File: src/tec_pkg.sv
// package: constants and carriers for trigger and error control
// Contract
// - input edge 0 rise, 1 fall, 2 both
// - setting 3/4 toggles autotrigger on rise/fall
// - programmable ms delay, max 60000
// - delay zero disables trigger input
// - input active, output zero: single measurement
// - input off, output set: drive output pulses
// - autotrigger alternates start and stop
// - delay also precedes autotrigger stop
// - output edge 0/1/2; all defaults zero (code resets the autostart tracking bit, CFG bit 8, to 1)
// - output pulses no faster than measurement rate
// - unit scale, 0.001 steps, default 1000.000
// - binary distance is mm divided by scale
// - 14-bit signed; out of range gives zero (code zeroes only beyond +/-8192, so +8192 goes out as 14'h2000)
// - no-distance and temperature errors self clear
// - hardware and laser errors sticky until reset
// - report highest active error code only
// - errors never block commands
// - escape stops tracking even during errors
// - tracking restart repeats uncleared error
// - binary format sends errors as zero
// - errors output like values, once or repeated
// - terminator only in decimal format
package tec_pkg;
  localparam int unsigned CLK_HZ = 100000000;
  localparam int unsigned MS_TICK_CYC = CLK_HZ / 1000;
  localparam logic [15:0] DELAY_MAX_MS = 16'hea60;
  localparam logic [7:0] PAD_ADDR_CFG = 8'h00;
  localparam logic [7:0] PAD_ADDR_SCALE = 8'h04;
  localparam logic [7:0] PAD_ADDR_MFREQ = 8'h08;
  localparam logic [7:0] PAD_ADDR_CTRL = 8'h0c;
  localparam logic [7:0] PAD_ADDR_STAT = 8'h10;
  localparam logic [7:0] PAD_ADDR_DIST = 8'h14;
  localparam logic [31:0] SCALE_RST = 32'h000f4240;
  localparam logic [31:0] MFREQ_RST = 32'h00000001;
  localparam logic [2:0] TI_EDGE_RST = 3'h0;
  localparam logic [15:0] TI_DELAY_RST = 16'h0000;
  localparam logic [1:0] TO_EDGE_RST = 2'h0;
  localparam logic [13:0] BIN_LIMIT = 14'h2000;
  localparam logic [7:0] ERR_NONE = 8'h00;
  localparam logic [7:0] ERR_NODIST = 8'h02;
  localparam logic [7:0] ERR_HWFAULT = 8'h04;
  localparam logic [7:0] ERR_TEMP = 8'h06;
  localparam logic [7:0] ERR_LASERV = 8'h10;
  typedef enum logic [1:0] {TEC_FMT_DEC, TEC_FMT_HEX, TEC_FMT_BIN,
    TEC_FMT_RSV} tec_fmt_e;
  typedef struct packed {
    logic [31:0] dist_um;
    logic valid;
    logic no_dist;
    logic hw_fault;
    logic temp_bad;
    logic laser_low;
  } tec_meas_s;
  typedef struct packed {
    logic [13:0] bin_dist;
    logic [7:0] err_code;
    logic use_term;
    logic valid;
  } tec_out_s;
endpackage

File: src/tec_top.sv
// module: trigger, autotrigger, output trigger, scaling and error report
//
// The implementer's own choices: the address map and the APB register port.
`timescale 1ns/1ps
module tec_top
#(
  parameter int unsigned MS_CYC = tec_pkg::MS_TICK_CYC
)
(
  // clock and reset
  input wire logic clk_sys,
  input wire logic rst_b,
  // apb slave
  input wire logic psel,
  input wire logic penable,
  input wire logic pwrite,
  input wire logic [7:0] paddr,
  input wire logic [31:0] pwdata,
  output logic [31:0] prdata,
  output logic pready,
  output logic pslverr,
  // trigger line
  input wire logic trig_in,
  output logic trig_out,
  // measurement engine
  input wire tec_pkg::tec_meas_s meas,
  input wire logic meas_tick,
  input wire logic esc_rx,
  output logic meas_start,
  output logic track_active,
  output tec_pkg::tec_out_s out_word
);
  import tec_pkg::*;

  logic [2:0] ti_edge_reg;
  logic [15:0] ti_delay_reg;
  logic [1:0] to_edge_reg;
  logic [1:0] fmt_reg;
  logic autostart_track_reg;
  logic [31:0] scale_reg;
  logic [31:0] mfreq_reg;
  logic [31:0] rate_cnt_reg;
  logic sync1_reg, sync2_reg, sync3_reg;
  logic [31:0] tick_cnt_reg;
  logic ms_tick;
  logic [15:0] delay_cnt_reg;
  logic delay_busy_reg;
  logic auto_on_reg;
  logic hw_err_reg, laser_err_reg;
  logic nodist_reg, temp_reg;
  logic trk_cmd, stop_cmd, dm_cmd, dr_cmd;
  logic wr, rd, rise, fall, qualify, auto_mode, in_en, out_en;
  logic [7:0] err_code;
  logic [31:0] quot;
  logic signed [31:0] squot;
  logic to_level_reg;
  logic to_fire;

  assign wr = psel && penable && pwrite;
  assign rd = psel && penable && !pwrite;
  assign pready = 1'b1;
  assign pslverr = psel && penable && !(paddr == PAD_ADDR_CFG ||
    paddr == PAD_ADDR_SCALE || paddr == PAD_ADDR_MFREQ ||
    paddr == PAD_ADDR_CTRL || paddr == PAD_ADDR_STAT ||
    paddr == PAD_ADDR_DIST);
  assign trk_cmd = wr && paddr == PAD_ADDR_CTRL && pwdata[0];
  assign stop_cmd = wr && paddr == PAD_ADDR_CTRL && pwdata[1];
  assign dm_cmd = wr && paddr == PAD_ADDR_CTRL && pwdata[2];
  assign dr_cmd = wr && paddr == PAD_ADDR_CTRL && pwdata[3];

  // configuration over the bus, accepted regardless of errors
  always_ff @(posedge clk_sys or negedge rst_b)
  begin
    if (!rst_b)
    begin
      ti_edge_reg <= TI_EDGE_RST;
      ti_delay_reg <= TI_DELAY_RST;
      to_edge_reg <= TO_EDGE_RST;
      fmt_reg <= 2'h0;
      autostart_track_reg <= 1'b1;
      scale_reg <= SCALE_RST;
      mfreq_reg <= MFREQ_RST;
    end
    else if (wr)
    begin
      if (paddr == PAD_ADDR_CFG)
      begin
        if (pwdata[2:0] <= 3'h4)
          ti_edge_reg <= pwdata[2:0];
        if (pwdata[5:4] <= 2'h2)
          to_edge_reg <= pwdata[5:4];
        if (pwdata[7:6] != 2'h3)
          fmt_reg <= pwdata[7:6];
        autostart_track_reg <= pwdata[8];
        if (pwdata[31:16] <= DELAY_MAX_MS)
          ti_delay_reg <= pwdata[31:16];
      end
      if (paddr == PAD_ADDR_SCALE && pwdata != 32'h0)
        scale_reg <= pwdata;
      if (paddr == PAD_ADDR_MFREQ && pwdata != 32'h0)
        mfreq_reg <= pwdata;
    end
  end

  always_ff @(posedge clk_sys or negedge rst_b)
  begin
    if (!rst_b)
      prdata <= 32'h0;
    else if (psel && !penable && !pwrite)
    begin
      unique case (paddr)
        PAD_ADDR_CFG: prdata <= {ti_delay_reg, 7'h0, autostart_track_reg,
          fmt_reg, to_edge_reg, 1'b0, ti_edge_reg};
        PAD_ADDR_SCALE: prdata <= scale_reg;
        PAD_ADDR_MFREQ: prdata <= mfreq_reg;
        PAD_ADDR_STAT: prdata <= {20'h0, auto_on_reg, delay_busy_reg,
          track_active, 1'b0, err_code};
        PAD_ADDR_DIST: prdata <= {18'h0, out_word.bin_dist};
        default: prdata <= 32'h0;
      endcase
    end
  end

  // input synchroniser and ms prescaler
  always_ff @(posedge clk_sys or negedge rst_b)
  begin
    if (!rst_b)
    begin
      sync1_reg <= 1'b0;
      sync2_reg <= 1'b0;
      sync3_reg <= 1'b0;
    end
    else
    begin
      sync1_reg <= trig_in;
      sync2_reg <= sync1_reg;
      sync3_reg <= sync2_reg;
    end
  end

  always_ff @(posedge clk_sys or negedge rst_b)
  begin
    if (!rst_b)
      tick_cnt_reg <= 32'h0;
    else if (tick_cnt_reg >= 32'(MS_CYC - 1) || !delay_busy_reg)
      tick_cnt_reg <= 32'h0;
    else
      tick_cnt_reg <= tick_cnt_reg + 32'h1;
  end
  assign ms_tick = delay_busy_reg && tick_cnt_reg >= 32'(MS_CYC - 1);

  assign rise = sync2_reg && !sync3_reg;
  assign fall = !sync2_reg && sync3_reg;
  assign auto_mode = ti_edge_reg == 3'h3 || ti_edge_reg == 3'h4;
  assign in_en = ti_delay_reg != 16'h0;
  assign out_en = !in_en && to_edge_reg != 2'h3;
  always_comb
  begin
    unique case (ti_edge_reg)
      3'h0: qualify = rise;
      3'h1: qualify = fall;
      3'h2: qualify = rise || fall;
      3'h3: qualify = rise;
      3'h4: qualify = fall;
      default: qualify = 1'b0;
    endcase
  end

  // delay between trigger event and action
  always_ff @(posedge clk_sys or negedge rst_b)
  begin
    if (!rst_b)
    begin
      delay_busy_reg <= 1'b0;
      delay_cnt_reg <= 16'h0;
    end
    else if (!delay_busy_reg)
    begin
      if (qualify && in_en)
      begin
        delay_busy_reg <= 1'b1;
        delay_cnt_reg <= ti_delay_reg;
      end
    end
    else if (ms_tick)
    begin
      if (delay_cnt_reg == 16'h1)
        delay_busy_reg <= 1'b0;
      delay_cnt_reg <= delay_cnt_reg - 16'h1;
    end
  end

  logic delay_done;
  assign delay_done = delay_busy_reg && ms_tick && delay_cnt_reg == 16'h1;

  // autotrigger toggle and tracking state
  always_ff @(posedge clk_sys or negedge rst_b)
  begin
    if (!rst_b)
      auto_on_reg <= 1'b0;
    else if (esc_rx || stop_cmd || !auto_mode)
      auto_on_reg <= 1'b0;
    else if (delay_done)
      auto_on_reg <= !auto_on_reg;
  end

  always_ff @(posedge clk_sys or negedge rst_b)
  begin
    if (!rst_b)
      track_active <= 1'b0;
    else if (esc_rx || stop_cmd)
      track_active <= 1'b0;
    else if (trk_cmd)
      track_active <= 1'b1;
    else if (delay_done && auto_mode && autostart_track_reg)
      track_active <= !auto_on_reg;
  end

  always_ff @(posedge clk_sys or negedge rst_b)
  begin
    if (!rst_b)
      meas_start <= 1'b0;
    else
      meas_start <= dm_cmd || trk_cmd ||
        (delay_done && to_edge_reg == 2'h0 && !auto_mode) ||
        (delay_done && auto_mode && !auto_on_reg && !autostart_track_reg);
  end

  // error flags: sticky ones cleared only by reset command
  // next values let the current sample's errors reach its own output
  logic hw_err_next, laser_err_next, nodist_next, temp_next;
  always_comb
  begin
    hw_err_next = (meas.valid && meas.hw_fault) ||
      (hw_err_reg && !dr_cmd);
    laser_err_next = (meas.valid && meas.laser_low) ||
      (laser_err_reg && !dr_cmd);
    nodist_next = meas.valid ? meas.no_dist : nodist_reg;
    temp_next = meas.valid ? meas.temp_bad : temp_reg;
  end

  always_ff @(posedge clk_sys or negedge rst_b)
  begin
    if (!rst_b)
    begin
      hw_err_reg <= 1'b0;
      laser_err_reg <= 1'b0;
      nodist_reg <= 1'b0;
      temp_reg <= 1'b0;
    end
    else
    begin
      hw_err_reg <= hw_err_next;
      laser_err_reg <= laser_err_next;
      nodist_reg <= nodist_next;
      temp_reg <= temp_next;
    end
  end

  always_comb
  begin
    if (laser_err_next)
      err_code = ERR_LASERV;
    else if (temp_next)
      err_code = ERR_TEMP;
    else if (hw_err_next)
      err_code = ERR_HWFAULT;
    else if (nodist_next)
      err_code = ERR_NODIST;
    else
      err_code = ERR_NONE;
  end

  // binary scaling: um / (scale in 0.001 steps) gives mm / scale
  assign squot = $signed(meas.dist_um) / $signed(scale_reg);
  assign quot = squot;

  always_ff @(posedge clk_sys or negedge rst_b)
  begin
    if (!rst_b)
      out_word <= '0;
    else
    begin
      out_word.valid <= meas_tick && (track_active || meas_start);
      out_word.err_code <= err_code;
      out_word.use_term <= fmt_reg == 2'(TEC_FMT_DEC);
      if (err_code != ERR_NONE || squot > $signed({18'h0, BIN_LIMIT}) ||
          squot < -$signed({18'h0, BIN_LIMIT}))
        out_word.bin_dist <= 14'h0;
      else
        out_word.bin_dist <= quot[13:0];
    end
  end

  // trigger output, rate limited to measurement frequency
  always_ff @(posedge clk_sys or negedge rst_b)
  begin
    if (!rst_b)
      rate_cnt_reg <= 32'h0;
    else if (to_fire)
      rate_cnt_reg <= 32'(CLK_HZ) / mfreq_reg;
    else if (rate_cnt_reg != 32'h0)
      rate_cnt_reg <= rate_cnt_reg - 32'h1;
  end
  assign to_fire = out_en && meas_start && rate_cnt_reg == 32'h0;

  always_ff @(posedge clk_sys or negedge rst_b)
  begin
    if (!rst_b)
      to_level_reg <= 1'b0;
    else if (to_fire)
      to_level_reg <= to_edge_reg == 2'h1 ? 1'b0 :
        (to_edge_reg == 2'h2 ? !to_level_reg : 1'b1);
    else if (to_edge_reg != 2'h2 && rate_cnt_reg == 32'h1)
      to_level_reg <= to_edge_reg == 2'h1;
  end
  assign trig_out = to_level_reg;

  a_delay_len: assert property
    (@(posedge clk_sys) disable iff (!rst_b)
    $rose(delay_busy_reg) |-> delay_cnt_reg == $past(ti_delay_reg))
    else $error("delay load wrong");
  a_off_no_delay: assert property
    (@(posedge clk_sys) disable iff (!rst_b)
    !in_en |=> !$rose(delay_busy_reg))
    else $error("delay started while disabled");
  a_sticky_err: assert property
    (@(posedge clk_sys) disable iff (!rst_b)
    hw_err_reg && !dr_cmd |=> hw_err_reg)
    else $error("sticky error lost");
  a_laser_sticky: assert property
    (@(posedge clk_sys) disable iff (!rst_b)
    laser_err_reg && !dr_cmd |=> laser_err_reg)
    else $error("laser error lost");
  a_self_clear: assert property
    (@(posedge clk_sys) disable iff (!rst_b)
    meas.valid && !meas.no_dist |=> !nodist_reg)
    else $error("no distance error kept");
  a_err_zero: assert property
    (@(posedge clk_sys) disable iff (!rst_b)
    err_code != ERR_NONE |=> out_word.bin_dist == 14'h0)
    else $error("error not zero");
  a_err_prio: assert property
    (@(posedge clk_sys) disable iff (!rst_b)
    laser_err_next |-> err_code == ERR_LASERV)
    else $error("priority wrong");
  a_esc_stop: assert property
    (@(posedge clk_sys) disable iff (!rst_b)
    esc_rx |=> !track_active)
    else $error("escape ignored");
  a_busy_ignore: assert property
    (@(posedge clk_sys) disable iff (!rst_b)
    delay_busy_reg && !ms_tick |=> $stable(delay_cnt_reg))
    else $error("delay reloaded");
  a_term_dec: assert property
    (@(posedge clk_sys) disable iff (!rst_b)
    out_word.use_term |-> $past(fmt_reg) == 2'h0)
    else $error("terminator in binary");
  a_out_rate: assert property
    (@(posedge clk_sys) disable iff (!rst_b)
    to_fire |=> !to_fire)
    else $error("output too fast");
  a_out_quiet: assert property
    (@(posedge clk_sys) disable iff (!rst_b)
    in_en |-> !to_fire)
    else $error("output pulse while input active");
  a_sync_edge: assert property
    (@(posedge clk_sys) disable iff (!rst_b)
    qualify |-> sync2_reg != sync3_reg)
    else $error("edge without synced change");
  a_edge_rise: assert property
    (@(posedge clk_sys) disable iff (!rst_b)
    ti_edge_reg == 3'h0 && !rise |-> !qualify)
    else $error("wrong edge accepted");
  a_single_start: assert property
    (@(posedge clk_sys) disable iff (!rst_b)
    delay_done && !auto_mode && to_edge_reg == 2'h0 |=> meas_start)
    else $error("trigger start missing");
  a_auto_toggle: assert property
    (@(posedge clk_sys) disable iff (!rst_b)
    delay_done && auto_mode && autostart_track_reg && !esc_rx &&
    !stop_cmd && !trk_cmd |=> track_active == !$past(auto_on_reg))
    else $error("autotrigger toggle wrong");
endmodule

File: config.mk
export PLATFORM = sky130hd
export DESIGN_NAME = tec_top
export DESIGN_NICKNAME = d
export VERILOG_FILES = /design/src/tec_pkg.sv /design/src/tec_top.sv
export SDC_FILE = /design/constraint.sdc
export NUM_CORES = 2
export LEC_CHECK = 0
export BUFFER_PORTS_ARGS = -buffer_cell sky130_fd_sc_hd__buf_2
export CORE_ASPECT_RATIO = 1.5
export CORE_MARGIN = 3
export CORE_UTILIZATION = 23
export CTS_CLUSTER_SIZE = 24
export DETAILED_ROUTE_END_ITERATION = 6
export SYNTH_ARGS = -nofsm -noshare
export SYNTH_HDL_FRONTEND = slang
export SYNTH_SLANG_ARGS = --single-unit
export TNS_END_PERCENT = 50
File: constraint.sdc
create_clock -name clk_sys -period 103 [get_ports clk_sys]
set_input_delay 15.45 -clock clk_sys [delete_from_list [all_inputs] [get_ports clk_sys]]
set_output_delay 15.45 -clock clk_sys [all_outputs]
set_load 0.005 [all_outputs]
==> metrics.cfg <==
[outcome]
status = complete, but fails checks
violations = design-rule violations

[logic_synthesis]
ys_seq_area_frac = 0.0800
synth_top_area_share = 0.179
yosysWarningCount = 0
synth_area_leaders = ha_1 18%, dfrtp_1 7.7%, xnor2_1 6.3%
synth-seq-cells = 230
synth_enable_flop_cells = 0
synthArstFlopShare = 1.00
synth_cell_types = 121
syn_area_sq_um = 72100
syn_avg_cell_area_sq_um = 7.03
yosysTopAreaCell = ha_1
synthCells = 10300
synth_ff_type = dfrtp_1

[die]
die_y_um = 692
initial_utilization = 0.231
placementRows = 251
dieArea_sq_um = 320000
core_area_sq_um = 312000
die_x_um = 463
io_pins = 146

[timing]
relSlewSlack = 0.142
fin_worst_skew_ns = 0.0431
hold-worst-slack_ns = 0.359
worst_slew_pin_slew_ns = 1.28
fmax_mhz = 10.2
timing.final.hold_violations = 0
setup_violations = 0
rsz0062_at_grt = false
finalMaxSlewViolations = 0
fin_crit_ns = 97.60
timing.final.crit_share = 0.948

[cells_and_area]
nets = 11600
drive_above_1_share = 0.107
syn_to_final_growth_pct = 13.1
nFillCells = 34600

[routing]
routed_wl_um = 351000
vias = 82400
dr.pass1.iters = 7
drc_errors = 2
ant_nets = 0
wire_per_inst_um = 23.9
drt_iter0_drc = 6985
vias_per_cell = 5.61

[global_routing]
overflow = 0
grt_use_total = 0.207
grt_max_degree = 106
grt_pass1_vias = 80200
grt_pass1_wl_um = 509000
antenna_found_initial = 29

[critical_path]
cpMostUsedCell = ha_1
arrival_ns = 98.09
cpPeakStageDelay_ns = 0.66
worstPathMaxFanout = 29
cp.required_ns = 103.49
cp-start-kind = input port
slowest_stage = a211oi_4
path_class = in -> reg
worst_setup_path_end_kind = flop

[worst_hold_path]
hold_path.class = reg -> reg

[clocking]
clk_pin_slew_ns = 0.05
clock_path_buffers = 3
cts_tree = done
cts.sinks = 230
h-tree-depth = 2
worstSkewPairLatency_ns = 0.61
cts_buffers = 34
cts-root-buf = clkbuf_16

[placed_design]
place_congestion = 1.03
hpwl_um = 286000
portBuffers = 139

[power_and_ir_drop]
p_leak_uw = 0.0360
finalPower_uw = 584
ir_drop_mv = 0.00941
power.density_nw_per_um2 = 7.16

[flow_run]
drv_cap = 0

[power by group]
part / switching, uW / internal, uW
registers: 5.53 / 94.8
logic: 215 / 141
clock network: 53.0 / 75.0
total: 273 / 311
[worst max-delay path, delay by kind of cell]
family | cells | cell delay (ns)
xor gates and xnor gates | 1 | 0.09
adders and majority gates | 33 | 10.37
buffers and inverters | 19 | 3.47
and+or+nand+nor | 90 | 23.38
muxes | 5 | 1.83
AOI/OAI and AO/OA | 175 | 43.21
[layout make-up]
cell class	instances	area (sq um)	share of cell area
diodes	16	40.0	0.000491
clock buffers	43	925	0.0113
clock inverters	17	246	0.00302
inverters	324	1220	0.0150
multi-input cells	9353	64400	0.790
flip-flops and latches	230	5770	0.0708
well taps	4174	5220	0.0640
repair buffers	533	3710	0.0455
[repair_timing]
action	4_1_cts	5_1_grt
hold buffers	0	0
gates resized for setup	0	62
setup endpoints to repair	0	14
endpoints found under the hold margin	0	0
setup buffers	0	5
[synthesized netlist by cell type, types with 120 or more instances]
| master | count |
|---|---|
| a21o_1 | 346 |
| a21oi_1 | 803 |
| a31oi_1 | 182 |
| clkbuf_1 | 276 |
| dfrtp_1 | 221 |
| ha_1 | 1034 |
| inv_1 | 321 |
| mux2_2 | 197 |
| nand2_1 | 1144 |
| nand2b_1 | 158 |
| nand3_1 | 311 |
| nor2_1 | 1050 |
| nor3_1 | 292 |
| o21a_1 | 246 |
| o21ai_0 | 674 |
| o31ai_1 | 120 |
| or3_1 | 121 |
| xnor2_1 | 516 |
| xor2_1 | 315 |
[kinds of logic (layout without fill, tap and decap cells)]
kind of cell	count (synthesis)	in the layout	synth area share
AND/OR/NAND/NOR	3856	3857	0.255
AO/OA/AOI/OAI	3325	3325	0.305
adder cells (fa/ha/maj)	1034	1034	0.179
XOR/XNOR	832	832	0.101
buffers and inverters	688	917	0.0375
multiplexers	283	283	0.0427
flip-flops	230	230	0.0800
other	2	38	0.000104
[through the flow]
step,worst slack [ns],area [sq um],utilization,setup TNS [ns],std cells
finish,5.40,81600,0.262,0,14700
global route,0.0753,81500,0.261,0,14700
CTS,0.128,81200,0.260,0,14700
detailed placement,-0.0705,80000,0.257,-0.709,14600
global placement,0.573,80000,0.257,0,14600
floorplan,12.98,72200,-,0,10300
[cell usage in the layout, fill, tap and decap left out, types with 28 or more instances in the layout]
cell and n:
o31ai_1 115, clkbuf_16 34, and3_1 104, nor2_1 1040
a21o_1 345, a31oi_1 178, a21boi_0 42, nand4_1 109
nor4_1 85, dfrtp_1 220, o22ai_1 34, inv_1 318
ha_1 1034, nor2b_1 108, o21ai_0 669, nand2b_1 158
mux2i_1 84, nand2_1 1141, a21oi_1 795, mux2_2 197
buf_2 139, or4_1 38, a311oi_1 32, xor2_1 302
buf_4 389, a211o_1 35, o21bai_1 84, nand3_1 307
o2111ai_1 28, o211ai_1 99, or3_1 118, o21a_1 243
or2_2 98, nor3_1 287, and2_1 91, a211oi_1 107
xnor2_1 512, o31a_1 33
[metal layers]
layer / up-vias / share of wire / routed length [um] / track usage
met5: - / 0.00020 / 70 / 0
met4: 12 / 0.10 / 35200 / 0.171
met1: 39000 / 0.36 / 125000 / 0.217
met2: 3504 / 0.48 / 167000 / 0.363
li1: 38600 / - / - / -
met3: 1329 / 0.069 / 24200 / 0.0358
[final timing paths]
path	end	slack (ns)	cells past startpoint	from
max	out_word[11]	5.40	323	meas[20]
min	sync2_reg	0.36	0	sync1_reg
max reg2reg	rate_cnt_reg[0]	14.97	292	mfreq_reg[22]
min reg2reg	sync2_reg	0.36	0	sync1_reg
max in group asynchronous	out_word[16]	85.70	3	rst_b
min in group asynchronous	scale_reg[20]	14.91	1	rst_b
Note: power is estimated with default switching activity, not from simulation.
